===== src/design/pstb_pkg.sv =====
// constants of the pwm secondary time base and blanking block
// assumes a 100 MHz ref_clk, APB word access, one pwm channel
// Function
// - special_event_irq only while irq enable set; irq follows irq_stat gated by irq_mask
// - period loads immediately or at cycle boundary
// - 4-bit postscaler divides events by N+1
// - high-side edges start blank counter when enabled
// - low-side edges start blank counter when enabled
// - state blank while high-side output high/low
// - state blank while selected signal high/low
// - irq goes to request 73, vector 81
package pstb_pkg;
  // register byte offsets
  localparam logic [7:0] OFF_TB_CTRL = 8'h00;
  localparam logic [7:0] OFF_LEBCON  = 8'h04;
  localparam logic [7:0] OFF_AUXCON  = 8'h08;
  localparam logic [7:0] OFF_PERIOD  = 8'h0c;
  localparam logic [7:0] OFF_ACTPER  = 8'h10;
  localparam logic [7:0] OFF_LEBDLY  = 8'h14;
  localparam logic [7:0] OFF_IRQSTAT = 8'h18;
  localparam logic [7:0] OFF_IRQMASK = 8'h1c;
  // secondary time base control fields
  localparam int STC_PENDING  = 12;
  localparam int STC_IRQ_EN   = 11;
  localparam int STC_IMM_UPD  = 10;
  localparam int STC_PS_LSB   = 0;
  localparam int STC_PS_W     = 4;
  localparam logic [15:0] STC_WMASK = 16'h0c0f;
  // blanking control fields
  localparam int LEB_HR = 15;
  localparam int LEB_HF = 14;
  localparam int LEB_LR = 13;
  localparam int LEB_LF = 12;
  localparam int LEB_FLT_EN = 11;
  localparam int LEB_CL_EN  = 10;
  localparam int LEB_SEL_HI = 5;
  localparam int LEB_SEL_LO = 4;
  localparam int LEB_HS_HI  = 3;
  localparam int LEB_HS_LO  = 2;
  localparam logic [15:0] LEB_WMASK = 16'hfc3c;
  localparam int AUX_SEL_LSB = 0;
  localparam int AUX_SEL_W   = 4;
  // reset values
  localparam logic [15:0] RST_ZERO   = 16'h0000;
  localparam logic [15:0] RST_PERIOD = 16'h00ff;
  localparam logic [15:0] RST_LEBDLY = 16'h0008;
  // interrupt routing
  localparam int IRQ_NUM    = 73;
  localparam int IRQ_VECTOR = 81;
  // interrupt status bits
  localparam int IS_EVENT = 0;
  localparam int IS_BOUND = 1;
  localparam int IS_W     = 2;
endpackage


===== src/design/pstb_postscale.sv =====
// postscaler for special-event triggers
// assumes one-cycle event pulses on ref_clk
`timescale 1ns/1ps
module pstb_postscale (
  // clock and reset
  input  wire logic       ref_clk,
  input  wire logic       reset,
  // control
  input  wire logic [3:0] ratio,
  input  wire logic       event_in,
  // result
  output logic            event_out
);
  logic [3:0] count;

  always_ff @(posedge ref_clk)
  begin
    if (reset)
    begin
      count     <= 4'h0;
      event_out <= 1'b0;
    end
    else
    begin
      event_out <= 1'b0;
      if (event_in)
      begin
        if (count >= ratio)
        begin
          count     <= 4'h0;
          event_out <= 1'b1;
        end
        else
          count <= count + 4'h1;
      end
    end
  end

  a_postscale_fire: assert property (@(posedge ref_clk) disable iff (reset)
    event_in && ratio == 4'h0 |=> event_out)
    else $error("ratio zero must pass every event");
endmodule


===== src/design/pstb_top.sv =====
// pwm secondary time base and leading-edge blanking, APB slave
// assumes pwm outputs, fault and current-limit inputs come from pins
`timescale 1ns/1ps
module pstb_top #(
  parameter int NUM_BLANK_SRC = 16
) (
  // clock and reset
  input  wire logic                     ref_clk,
  input  wire logic                     reset,
  // apb slave
  input  wire logic                     psel,
  input  wire logic                     penable,
  input  wire logic                     pwrite,
  input  wire logic [7:0]               paddr,
  input  wire logic [31:0]              pwdata,
  output logic [31:0]                   prdata,
  output logic                          pready,
  output logic                          pslverr,
  // pwm outputs and blanking sources
  input  wire logic                     high_side_output,
  input  wire logic                     low_side_output,
  input  wire logic [NUM_BLANK_SRC-1:0] blank_sources,
  // protected inputs
  input  wire logic                     fault_in,
  input  wire logic                     current_limit_in,
  output logic                          fault_out,
  output logic                          current_limit_out,
  // interrupt controller side
  output logic                          special_event_irq,
  input  wire logic                     irq_serviced,
  output logic [6:0]                    irq_number,
  output logic [6:0]                    irq_vector,
  output logic                          irq
);
  localparam int IS_W = pstb_pkg::IS_W;
  logic [15:0] tb_ctrl;
  logic [15:0] lebcon;
  logic [15:0] auxcon;
  logic [15:0] period_buf;
  logic [15:0] period_act;
  logic [15:0] leb_delay;
  logic [15:0] tb_count;
  logic [15:0] blank_count;
  logic [IS_W-1:0] irq_stat;
  logic [IS_W-1:0] irq_mask;
  logic        special_event_pending;
  logic        tb_boundary;
  logic        ps_event;
  logic [2:0]  hs_sync;
  logic [2:0]  ls_sync;
  logic [2:0]  flt_sync;
  logic [2:0]  cl_sync;
  logic        hs_q;
  logic        ls_q;
  logic        hs_prev;
  logic        ls_prev;
  logic        leb_start;
  logic        leb_active;
  logic        state_blank;
  logic        sel_level;

  wire logic wr_en = psel && penable && pwrite;
  localparam logic [6:0] IRQ_NUM_C = 7'(pstb_pkg::IRQ_NUM);
  localparam logic [6:0] IRQ_VEC_C = 7'(pstb_pkg::IRQ_VECTOR);

  function automatic logic [15:0] wmerge(input logic [15:0] old, input logic [31:0] d, input logic [15:0] m);
    wmerge = (old & ~m) | (d[15:0] & m);
  endfunction

  // register writes
  always_ff @(posedge ref_clk)
  begin
    if (reset)
    begin
      tb_ctrl    <= pstb_pkg::RST_ZERO;
      lebcon     <= pstb_pkg::RST_ZERO;
      auxcon     <= pstb_pkg::RST_ZERO;
      period_buf <= pstb_pkg::RST_PERIOD;
      leb_delay  <= pstb_pkg::RST_LEBDLY;
      irq_mask   <= '0;
    end
    else if (wr_en)
    begin
      if (paddr == pstb_pkg::OFF_TB_CTRL)
        tb_ctrl <= wmerge(tb_ctrl, pwdata, pstb_pkg::STC_WMASK);
      else if (paddr == pstb_pkg::OFF_LEBCON)
        lebcon <= wmerge(lebcon, pwdata, pstb_pkg::LEB_WMASK);
      else if (paddr == pstb_pkg::OFF_AUXCON)
        auxcon <= wmerge(auxcon, pwdata, 16'h000f);
      else if (paddr == pstb_pkg::OFF_PERIOD)
        period_buf <= pwdata[15:0];
      else if (paddr == pstb_pkg::OFF_LEBDLY)
        leb_delay <= pwdata[15:0];
      else if (paddr == pstb_pkg::OFF_IRQMASK)
        irq_mask <= pwdata[IS_W-1:0];
    end
  end

  // secondary time base counter
  assign tb_boundary = (tb_count >= period_act);
  always_ff @(posedge ref_clk)
  begin
    if (reset)
      tb_count <= 16'h0000;
    else if (tb_boundary)
      tb_count <= 16'h0000;
    else
      tb_count <= tb_count + 16'h0001;
  end

  // active period: immediate or at cycle boundary
  always_ff @(posedge ref_clk)
  begin
    if (reset)
      period_act <= pstb_pkg::RST_PERIOD;
    else if (tb_ctrl[pstb_pkg::STC_IMM_UPD] || tb_boundary)
      period_act <= period_buf;
  end

  pstb_postscale u_postscale (
    .ref_clk   (ref_clk),
    .reset     (reset),
    .ratio     (tb_ctrl[pstb_pkg::STC_PS_LSB +: pstb_pkg::STC_PS_W]),
    .event_in  (tb_boundary),
    .event_out (ps_event)
  );

  // pending flag; set wins over service clear
  always_ff @(posedge ref_clk)
  begin
    if (reset)
      special_event_pending <= 1'b0;
    else if (ps_event)
      special_event_pending <= 1'b1;
    else if (irq_serviced)
      special_event_pending <= 1'b0;
  end

  assign special_event_irq = special_event_pending && tb_ctrl[pstb_pkg::STC_IRQ_EN];
  assign irq_number = IRQ_NUM_C;
  assign irq_vector = IRQ_VEC_C;

  // sticky status, write one to clear, set wins
  always_ff @(posedge ref_clk)
  begin
    if (reset)
      irq_stat <= '0;
    else
    begin
      for (int i = 0; i < IS_W; i++)
      begin
        if ((i == pstb_pkg::IS_EVENT && ps_event) || (i == pstb_pkg::IS_BOUND && tb_boundary))
          irq_stat[i] <= 1'b1;
        else if (wr_en && paddr == pstb_pkg::OFF_IRQSTAT && pwdata[i])
          irq_stat[i] <= 1'b0;
      end
    end
  end
  assign irq = |(irq_stat & irq_mask);

  // pin synchronisers; stage 1 only feeds stage 2
  always_ff @(posedge ref_clk)
  begin
    if (reset)
    begin
      hs_sync  <= 3'h0;
      ls_sync  <= 3'h0;
      flt_sync <= 3'h0;
      cl_sync  <= 3'h0;
    end
    else
    begin
      hs_sync  <= {hs_sync[1:0], high_side_output};
      ls_sync  <= {ls_sync[1:0], low_side_output};
      flt_sync <= {flt_sync[1:0], fault_in};
      cl_sync  <= {cl_sync[1:0], current_limit_in};
    end
  end

  // filtered level changes once stages 2 and 3 agree
  always_ff @(posedge ref_clk)
  begin
    if (reset)
    begin
      hs_q    <= 1'b0;
      ls_q    <= 1'b0;
      hs_prev <= 1'b0;
      ls_prev <= 1'b0;
    end
    else
    begin
      if (hs_sync[1] == hs_sync[2])
        hs_q <= hs_sync[2];
      if (ls_sync[1] == ls_sync[2])
        ls_q <= ls_sync[2];
      hs_prev <= hs_q;
      ls_prev <= ls_q;
    end
  end

  assign leb_start = (lebcon[pstb_pkg::LEB_HR] && hs_q && !hs_prev)
                  || (lebcon[pstb_pkg::LEB_HF] && !hs_q && hs_prev)
                  || (lebcon[pstb_pkg::LEB_LR] && ls_q && !ls_prev)
                  || (lebcon[pstb_pkg::LEB_LF] && !ls_q && ls_prev);

  // leading-edge blanking counter
  always_ff @(posedge ref_clk)
  begin
    if (reset)
      blank_count <= 16'h0000;
    else if (leb_start)
      blank_count <= leb_delay;
    else if (blank_count != 16'h0000)
      blank_count <= blank_count - 16'h0001;
  end
  assign leb_active = (blank_count != 16'h0000);

  // selector beyond the source count reads low
  // compared at 32 bits: a 4-bit cast of 16 would wrap to zero
  assign sel_level = (32'(auxcon[pstb_pkg::AUX_SEL_LSB +: pstb_pkg::AUX_SEL_W]) < NUM_BLANK_SRC)
                   ? blank_sources[auxcon[pstb_pkg::AUX_SEL_LSB +: pstb_pkg::AUX_SEL_W]] : 1'b0;

  assign state_blank = (lebcon[pstb_pkg::LEB_HS_HI] && hs_q)
                    || (lebcon[pstb_pkg::LEB_HS_LO] && !hs_q)
                    || (lebcon[pstb_pkg::LEB_SEL_HI] && sel_level)
                    || (lebcon[pstb_pkg::LEB_SEL_LO] && !sel_level);

  // blanked inputs registered so they stand as data outputs
  always_ff @(posedge ref_clk)
  begin
    if (reset)
    begin
      fault_out         <= 1'b0;
      current_limit_out <= 1'b0;
    end
    else
    begin
      fault_out <= flt_sync[2] && !state_blank
                   && !(leb_active && lebcon[pstb_pkg::LEB_FLT_EN]);
      current_limit_out <= cl_sync[2] && !state_blank
                           && !(leb_active && lebcon[pstb_pkg::LEB_CL_EN]);
    end
  end

  // apb read, zero wait state
  always_ff @(posedge ref_clk)
  begin
    if (reset)
      prdata <= 32'h0000_0000;
    else if (psel && !penable && !pwrite)
    begin
      if (paddr == pstb_pkg::OFF_TB_CTRL)
        prdata <= {16'h0000, tb_ctrl[15:13], special_event_pending, tb_ctrl[11:0]};
      else if (paddr == pstb_pkg::OFF_LEBCON)
        prdata <= {16'h0000, lebcon};
      else if (paddr == pstb_pkg::OFF_AUXCON)
        prdata <= {16'h0000, auxcon};
      else if (paddr == pstb_pkg::OFF_PERIOD)
        prdata <= {16'h0000, period_buf};
      else if (paddr == pstb_pkg::OFF_ACTPER)
        prdata <= {16'h0000, period_act};
      else if (paddr == pstb_pkg::OFF_LEBDLY)
        prdata <= {16'h0000, leb_delay};
      else if (paddr == pstb_pkg::OFF_IRQSTAT)
        prdata <= {30'h0, irq_stat};
      else if (paddr == pstb_pkg::OFF_IRQMASK)
        prdata <= {30'h0, irq_mask};
      else
        prdata <= 32'h0000_0000;
    end
  end
  assign pready  = 1'b1;
  assign pslverr = 1'b0;

  // assertions
  a_irq_gated: assert property (@(posedge ref_clk) disable iff (reset)
    !tb_ctrl[pstb_pkg::STC_IRQ_EN] |-> !special_event_irq)
    else $error("irq raised while disabled");
  a_period_hold: assert property (@(posedge ref_clk) disable iff (reset)
    !tb_ctrl[pstb_pkg::STC_IMM_UPD] && !tb_boundary |=> $stable(period_act))
    else $error("period changed off boundary");
  a_period_imm: assert property (@(posedge ref_clk) disable iff (reset)
    tb_ctrl[pstb_pkg::STC_IMM_UPD] |=> period_act == $past(period_buf))
    else $error("immediate update missed");
  a_hr_start: assert property (@(posedge ref_clk) disable iff (reset)
    lebcon[pstb_pkg::LEB_HR] && hs_q && !hs_prev |=> blank_count == $past(leb_delay))
    else $error("rising high edge did not start blanking");
  a_lf_start: assert property (@(posedge ref_clk) disable iff (reset)
    lebcon[pstb_pkg::LEB_LF] && !ls_q && ls_prev |=> blank_count == $past(leb_delay))
    else $error("falling low edge did not start blanking");
  a_hs_blank: assert property (@(posedge ref_clk) disable iff (reset)
    lebcon[pstb_pkg::LEB_HS_HI] && hs_q |=> !fault_out && !current_limit_out)
    else $error("inputs not blanked while high side high");
  a_sel_blank: assert property (@(posedge ref_clk) disable iff (reset)
    lebcon[pstb_pkg::LEB_SEL_LO] && !sel_level |=> !fault_out)
    else $error("fault not blanked while selected low");
  a_pend_set: assert property (@(posedge ref_clk) disable iff (reset)
    ps_event |=> special_event_pending ##0 (irq_number == 7'd73 && irq_vector == 7'd81))
    else $error("pending not set or wrong routing");
endmodule


===== config.mk =====
export PLATFORM = sky130hd
export DESIGN_NAME = pstb_top
export DESIGN_NICKNAME = d
export VERILOG_FILES = /design/src/design/pstb_pkg.sv /design/src/design/pstb_postscale.sv /design/src/design/pstb_top.sv
export SDC_FILE = /design/constraint.sdc
export NUM_CORES = 1
export LEC_CHECK = 0
export ABC_AREA = 1
export CORE_ASPECT_RATIO = 0.6
export CORE_MARGIN = 3
export CORE_UTILIZATION = 43
export CTS_CLUSTER_SIZE = 28
export DETAILED_ROUTE_END_ITERATION = 8
export DONT_BUFFER_PORTS = 1
export SLEW_MARGIN = 20
export SYNTH_ARGS = -nofsm -noshare
export SYNTH_HDL_FRONTEND = slang
export SYNTH_SLANG_ARGS = --single-unit
export TNS_END_PERCENT = 10

===== constraint.sdc =====
create_clock -name ref_clk -period 4.35 [get_ports ref_clk]
set_input_delay 0.2175 -clock ref_clk [delete_from_list [all_inputs] [get_ports ref_clk]]
set_output_delay 0.2175 -clock ref_clk [all_outputs]
set_load 0.02 [all_outputs]

### Yosys cells after proc, flatten, opt, wreduce, memory -nomap -nowiden

Cells that the tools add are included.

| storage, ports and cells | value |
|---|---|
| output and inout bits | 52 |
| flip-flop bits (word level) | 188 |

| cells by class | value |
|---|---|
| bitwise gates (word level) | 10 |
| mux-type cells | 20 |
| magnitude comparators | 3 |
| eq/ne operators | 9 |
| reduce and logical (&&, ||, !) cells | 58 |
| add/sub/neg operators | 3 |

Operators by type and width:

| operator | number |
|---|---|
| 16-bit two-way mux | 8 |
| 8-bit by 5-bit == test with 1-bit output (second input constant) | 4 |
| 1-bit logical AND | 26 |
| 16-bit by 1-bit adder with 16-bit output (second input constant) | 1 |
| 8-bit by 4-bit == test with 1-bit output (second input constant) | 2 |
| 16-bit greater-or-equal comparator | 1 |
| 10-bit by 16-bit bitwise OR with 16-bit output | 1 |
| 16-bit by 12-bit bitwise OR with 16-bit output | 1 |
| 16-bit by 4-bit bitwise OR with 16-bit output | 1 |
| 16-bit nonzero test | 1 |
| 16-bit by 1-bit subtractor with 16-bit output (second input constant) | 1 |
| 1-bit logical NOT | 10 |
| 8-bit by 3-bit == test with 1-bit output (second input constant) | 1 |
| 8-bit logical NOT | 1 |
| 1-bit two-way mux | 8 |
| 2-bit nonzero test | 4 |
| 1-bit logical OR | 7 |
| 7-bit AND reduction | 1 |
| 1-bit inverter | 6 |
| 6-bit AND reduction | 1 |
| 2-bit OR reduction | 3 |
| 4-bit by 5-bit < comparator with 1-bit output (second input constant) | 1 |
| 5-bit AND reduction | 1 |
| 4-bit by 1-bit adder with 4-bit output (second input constant) | 1 |
| other kinds (9) | 11 |

### Depth between registers and ports, before layout

| depth | value |
|---|---|
| depth after elaboration | 9 |
| gate-level depth with buffers | 15 |
| gate-level depth less buffers | 14 |

### Cells and area by module

Synthesis repeated with hierarchy kept, for this count alone.

| second synthesis, totals | value |
|---|---|
| cells, all modules | 1016 |
| area total of the unflattened synthesis | 7124.3 sq um |

By module, submodules not included:

| module | sequential area each (sq um) | area each (sq um) | cells each | instances |
|---|---|---|---|---|
| pstb_top | 2782.7 | 6812.8 | 976 | 1 |
| pstb_postscale | 100.1 | 311.5 | 40 | 1 |

### Least setup slack after synthesis

Ideal clock, no wire load.

| timing path | value |
|---|---|
| path type | register -> register |
| from | reg period_act[15] |
| to | reg period_act[0] |
| clock period less this slack | 1.722 ns |
| setup slack | 2.628 ns |
| arrival | 1.588 ns |
| path buffers | 1 |
| required time | 4.216 ns |
| cell stages (with the launch flop) | 10 |
| cell sequence | dfxtp_1 -> inv_1 -> ha_1 -> a21oi_1 -> nand2_1 -> a21oi_2 -> nand4_2 -> buf_2 -> nand2_1 -> nand3_1 |

| between the ends | value |
|---|---|
| cells in the longest elaborated chain, start to end | 2 |

Ends and longest elaborated chain:

| element | line | RTL |
|---|---|---|
| from (decl) | pstb_top.sv:40 | `logic [15:0] period_act;` |
| from (signal assigned) | pstb_top.sv:115 | `period_act <= pstb_pkg::RST_PERIOD;` |
| from (signal assigned) | pstb_top.sv:117 | `period_act <= period_buf;` |
| 16-bit greater-or-equal comparator | pstb_top.sv:100 | `assign tb_boundary = (tb_count >= period_act);` |
| 1-bit logical OR | pstb_top.sv:116 | `else if (tb_ctrl[pstb_pkg::STC_IMM_UPD] \|\| tb_boundary)` |

No other way between the ends.
A chain may end at the register's enable or synchronous reset.

### Worst setup path in the final report

| timing path | value |
|---|---|
| from | reg period_act[10] |
| to | reg period_act[14] |

The elaborated chain is that of the path after synthesis.

==> impl_metrics.yaml <==
worst_setup_path:
  arrival_ns: 2.73
  cpPeakStageDelay_ns: 0.62
  worst-path-max-fanout: 24
  path_cells: "inv_1 -> ha_1 -> nand2_1 -> inv_1 -> nand2_1 -> nand2_1 -> a21oi_2 -> nand4_2 -> nor2_1 -> nor2_1"
  critPathTopFamily: "simple AND/OR/NAND/NOR gates"
  crit_top_cell: "nand2_1"
  critPathLaunchType: "register"
  cp_data_required_time_ns: 4.66
  worstSetupPathType: "register to register"
  slowest_stage: "nand4_2"
  r2r_slack_ns: 1.92
  path_buf_inv: 2
  crit_path_end_kind: "register"
  cp.depth: 10
  rr_worst_depth: 10
synthesis:
  async_flop_share: 0
  synth-simple-area-share: 0.279
  synth_area_per_cell_sq_um: 7.35
  ys.flop_type: "dfxtp_1"
  synthXorXnorAreaFrac: 0.0264
  netlist_area_sq_um: 7310
  synth_cells: 994
  ys_ff_latch: 144
  yosysTopAreaCell: "dfxtp_1"
  yosys_warnings: 0
  synth-compound-area-share: 0.130
  netlist.area_leader.share: 0.395
  synth_top_family_by_area: "simple AND/OR/NAND/NOR gates"
  synthMuxAreaShare: 0.00137
  ys_types: 49
  synthAdderAreaFrac: 0.0411
  synth_enable_flop_cells: 0
  synth_area_leaders: "dfxtp_1, nand2_1, inv_1"
  yosysSeqAreaShare: 0.395
sta:
  finalSetupTns_ns: 0
  worstMarginPinSlew_ns: 0.905
  period_share: 0.558
  slew_viol_final: 0
  clock_skew_ns: 0.0130
  finalHoldViolCount: 0
  relSlewSlack: 0.395
  fmax_mhz: 412
  fin_crit_ns: 2.43
  rsz0062_at_grt: "no"
  setup_violations: 0
  hold_slack_ns: 0.0145
clock_network:
  cts.path.max_buffers: 2
  clk_pin_slew_worst_paths_ns: 0.06
  clkLatencyLatePin_ns: 0.42
  h-tree-depth: 4
  clock_sinks: 144
  cts-resized-gates: 0
  cts_buffers: 17
  ctsHoldBuffers: 13
  cts_tree: "done"
  cts_root_buf: "clkbuf_16"
  postCtsSetupBuffers: 0
route:
  drtIter0Drc: 489
  drc: 0
  drt_wl_total_um: 18600
  num_vias: 6226
  ant_nets: 0
  firstDrtPassIters: 5
  viasPerCell: 5.06
  wl_per_cell_um: 15.1
outcome:
  status: "finished, final reports clean"
finish:
  nets: 1081
  areaGrowthSynthToFinish_pct: 10.2
  nFillCells: 1668
  finalInstanceArea_sq_um: 8050
  layout-drive-gt1-share: 0.0987
  antenna_cells: 0
die:
  die_x_um: 174
  row_count: 36
  pin_count: 118
  die_h_um: 107
  core-area_sq_um: 16400
  die-area_sq_um: 18600
  start_util: 0.444
global_routing:
  grt_use_met2: 0.287
  grt_use_total: 0.206
  gr-max-usage-layer: "met1"
  grt_use_met1: 0.320
  grt_pass1_wl_um: 30300
  gr-total-overflow: 0
  first_global_vias: 5817
  grt_max_degree: 71
  antenna_found_initial: 0
  met3_usage: 0.0396
flow_run:
  cap_violations: 0
power_and_ir_drop:
  power_switching_share: 0.285
  power.density_nw_per_um2: 447
  irDropWorstVdd_mv: 0.242
  combPwrFrac: 0.165
  clkPwrFrac: 0.433
  seqPwrFrac: 0.402
  internal_power_mw: 2.57
  p_switching_mw: 1.03
  total_leakage_power_nw: 3.57
worst_hold_path:
  min_path_type: "primary input to register"
  holdPathStages: 2
placed_design:
  port_buffers: 0
  placed_area_sq_um: 7290
  dp_hpwl_um: 13400
  gp_congestion: 0.839
routing by layer:
metal	routed length, um	up-vias
li1	-	3143
met1	9850	2856
met2	7290	210
met5	0	-
met4	176	0
met3	1300	17
cell type report:
class / count / area (sq um) / area share
Clock buffer: 18 / 429 / 0.0533
Clock inverter: 13 / 188 / 0.0233
Inverter: 129 / 488 / 0.0606
Multi-Input combinational cell: 684 / 3620 / 0.449
Sequential cell: 144 / 2880 / 0.358
Tap cell: 228 / 285 / 0.0354
Timing Repair Buffer: 15 / 163 / 0.0202
final timing paths:
| check | from | end |
|---|---|---|
| setup / recovery | period_act[10] | period_act[14] |
| hold / removal | pwdata[5] | lebcon[5] |
| setup reg to reg | period_act[10] | period_act[14] |
| hold reg to reg | flt_sync[0] | flt_sync[1] |
stage by stage:
stage / total power [mW] / instances / setup slack (ns) / util
6_report: 3.60 / 1231 / 1.92 / 0.490
5_1_grt: 3.75 / 1231 / 1.64 / 0.490
4_1_cts: 3.61 / 1231 / 1.94 / 0.490
3_5_place_dp: 2.04 / 1187 / 1.99 / 0.443
3_3_place_gp: 2.03 / 1187 / 2.04 / 0.443
2_1_floorplan: 1.97 / 1024 / 2.63 / -
synth_stat cells (5+ instances only):
| library cell | instances |
|---|---|
| buf_4 | 36 |
| nand2_2 | 5 |
| a22oi_1 | 5 |
| inv_1 | 110 |
| o21ai_1 | 22 |
| ha_1 | 24 |
| nand4_1 | 13 |
| clkbuf_1 | 14 |
| dfxtp_1 | 144 |
| buf_2 | 11 |
| o211ai_1 | 13 |
| o21ai_0 | 36 |
| inv_2 | 15 |
| a21oi_2 | 5 |
| nor2_1 | 108 |
| a21oi_1 | 76 |
| nand2_1 | 191 |
| nand3_1 | 69 |
| nor2_2 | 9 |
| xor2_1 | 18 |
| nor3_2 | 6 |
| buf_6 | 5 |
| nor3_1 | 10 |
kinds of logic after synthesis:
group,after synthesis
simple gates,436
buf+inv,196
compound gates,169
flops,144
fa+ha+maj,24
xor+xnor,22
other cells,2
mux,1
sequential cells by signal, summed over array words and instances (netlist names), 2 cells and up:
signal / count
blank_count: 16
leb_delay: 16
period_act: 16
period_buf: 16
prdata: 16
tb_count: 16
lebcon: 10
tb_ctrl: 6
auxcon: 4
u_postscale.count: 4
cl_sync: 3
flt_sync: 3
hs_sync: 3
ls_sync: 3
irq_mask: 2
irq_stat: 2
cell usage in the layout (no fill, tap or decap), types with 10 or more instances in the layout:
cell / synthesis / routed
ha_1: 24 / 24
nand3_1: 69 / 69
inv_1: 110 / 110
nand2_1: 191 / 191
nor3_1: 10 / 10
nor2_1: 108 / 108
o21ai_0: 36 / 36
o211ai_1: 13 / 13
o21ai_1: 22 / 22
clkbuf_16: 0 / 17
a21oi_1: 76 / 76
inv_2: 15 / 15
dlygate4sd3_1: 0 / 12
nand4_1: 13 / 13
conb_1: 2 / 32
xor2_1: 18 / 18
dfxtp_1: 144 / 144
power by group through the flow:
stage	sequential [mW]	combinational [mW]	clock, mW
after detailed placement	1.47	0.566	0
after global placement	1.47	0.556	0
after CTS	1.44	0.590	1.58
final	1.45	0.594	1.56
after global routing	1.45	0.669	1.63
after floorplan	1.46	0.505	0
No activity file was read; power rests on OpenSTA's default activity.
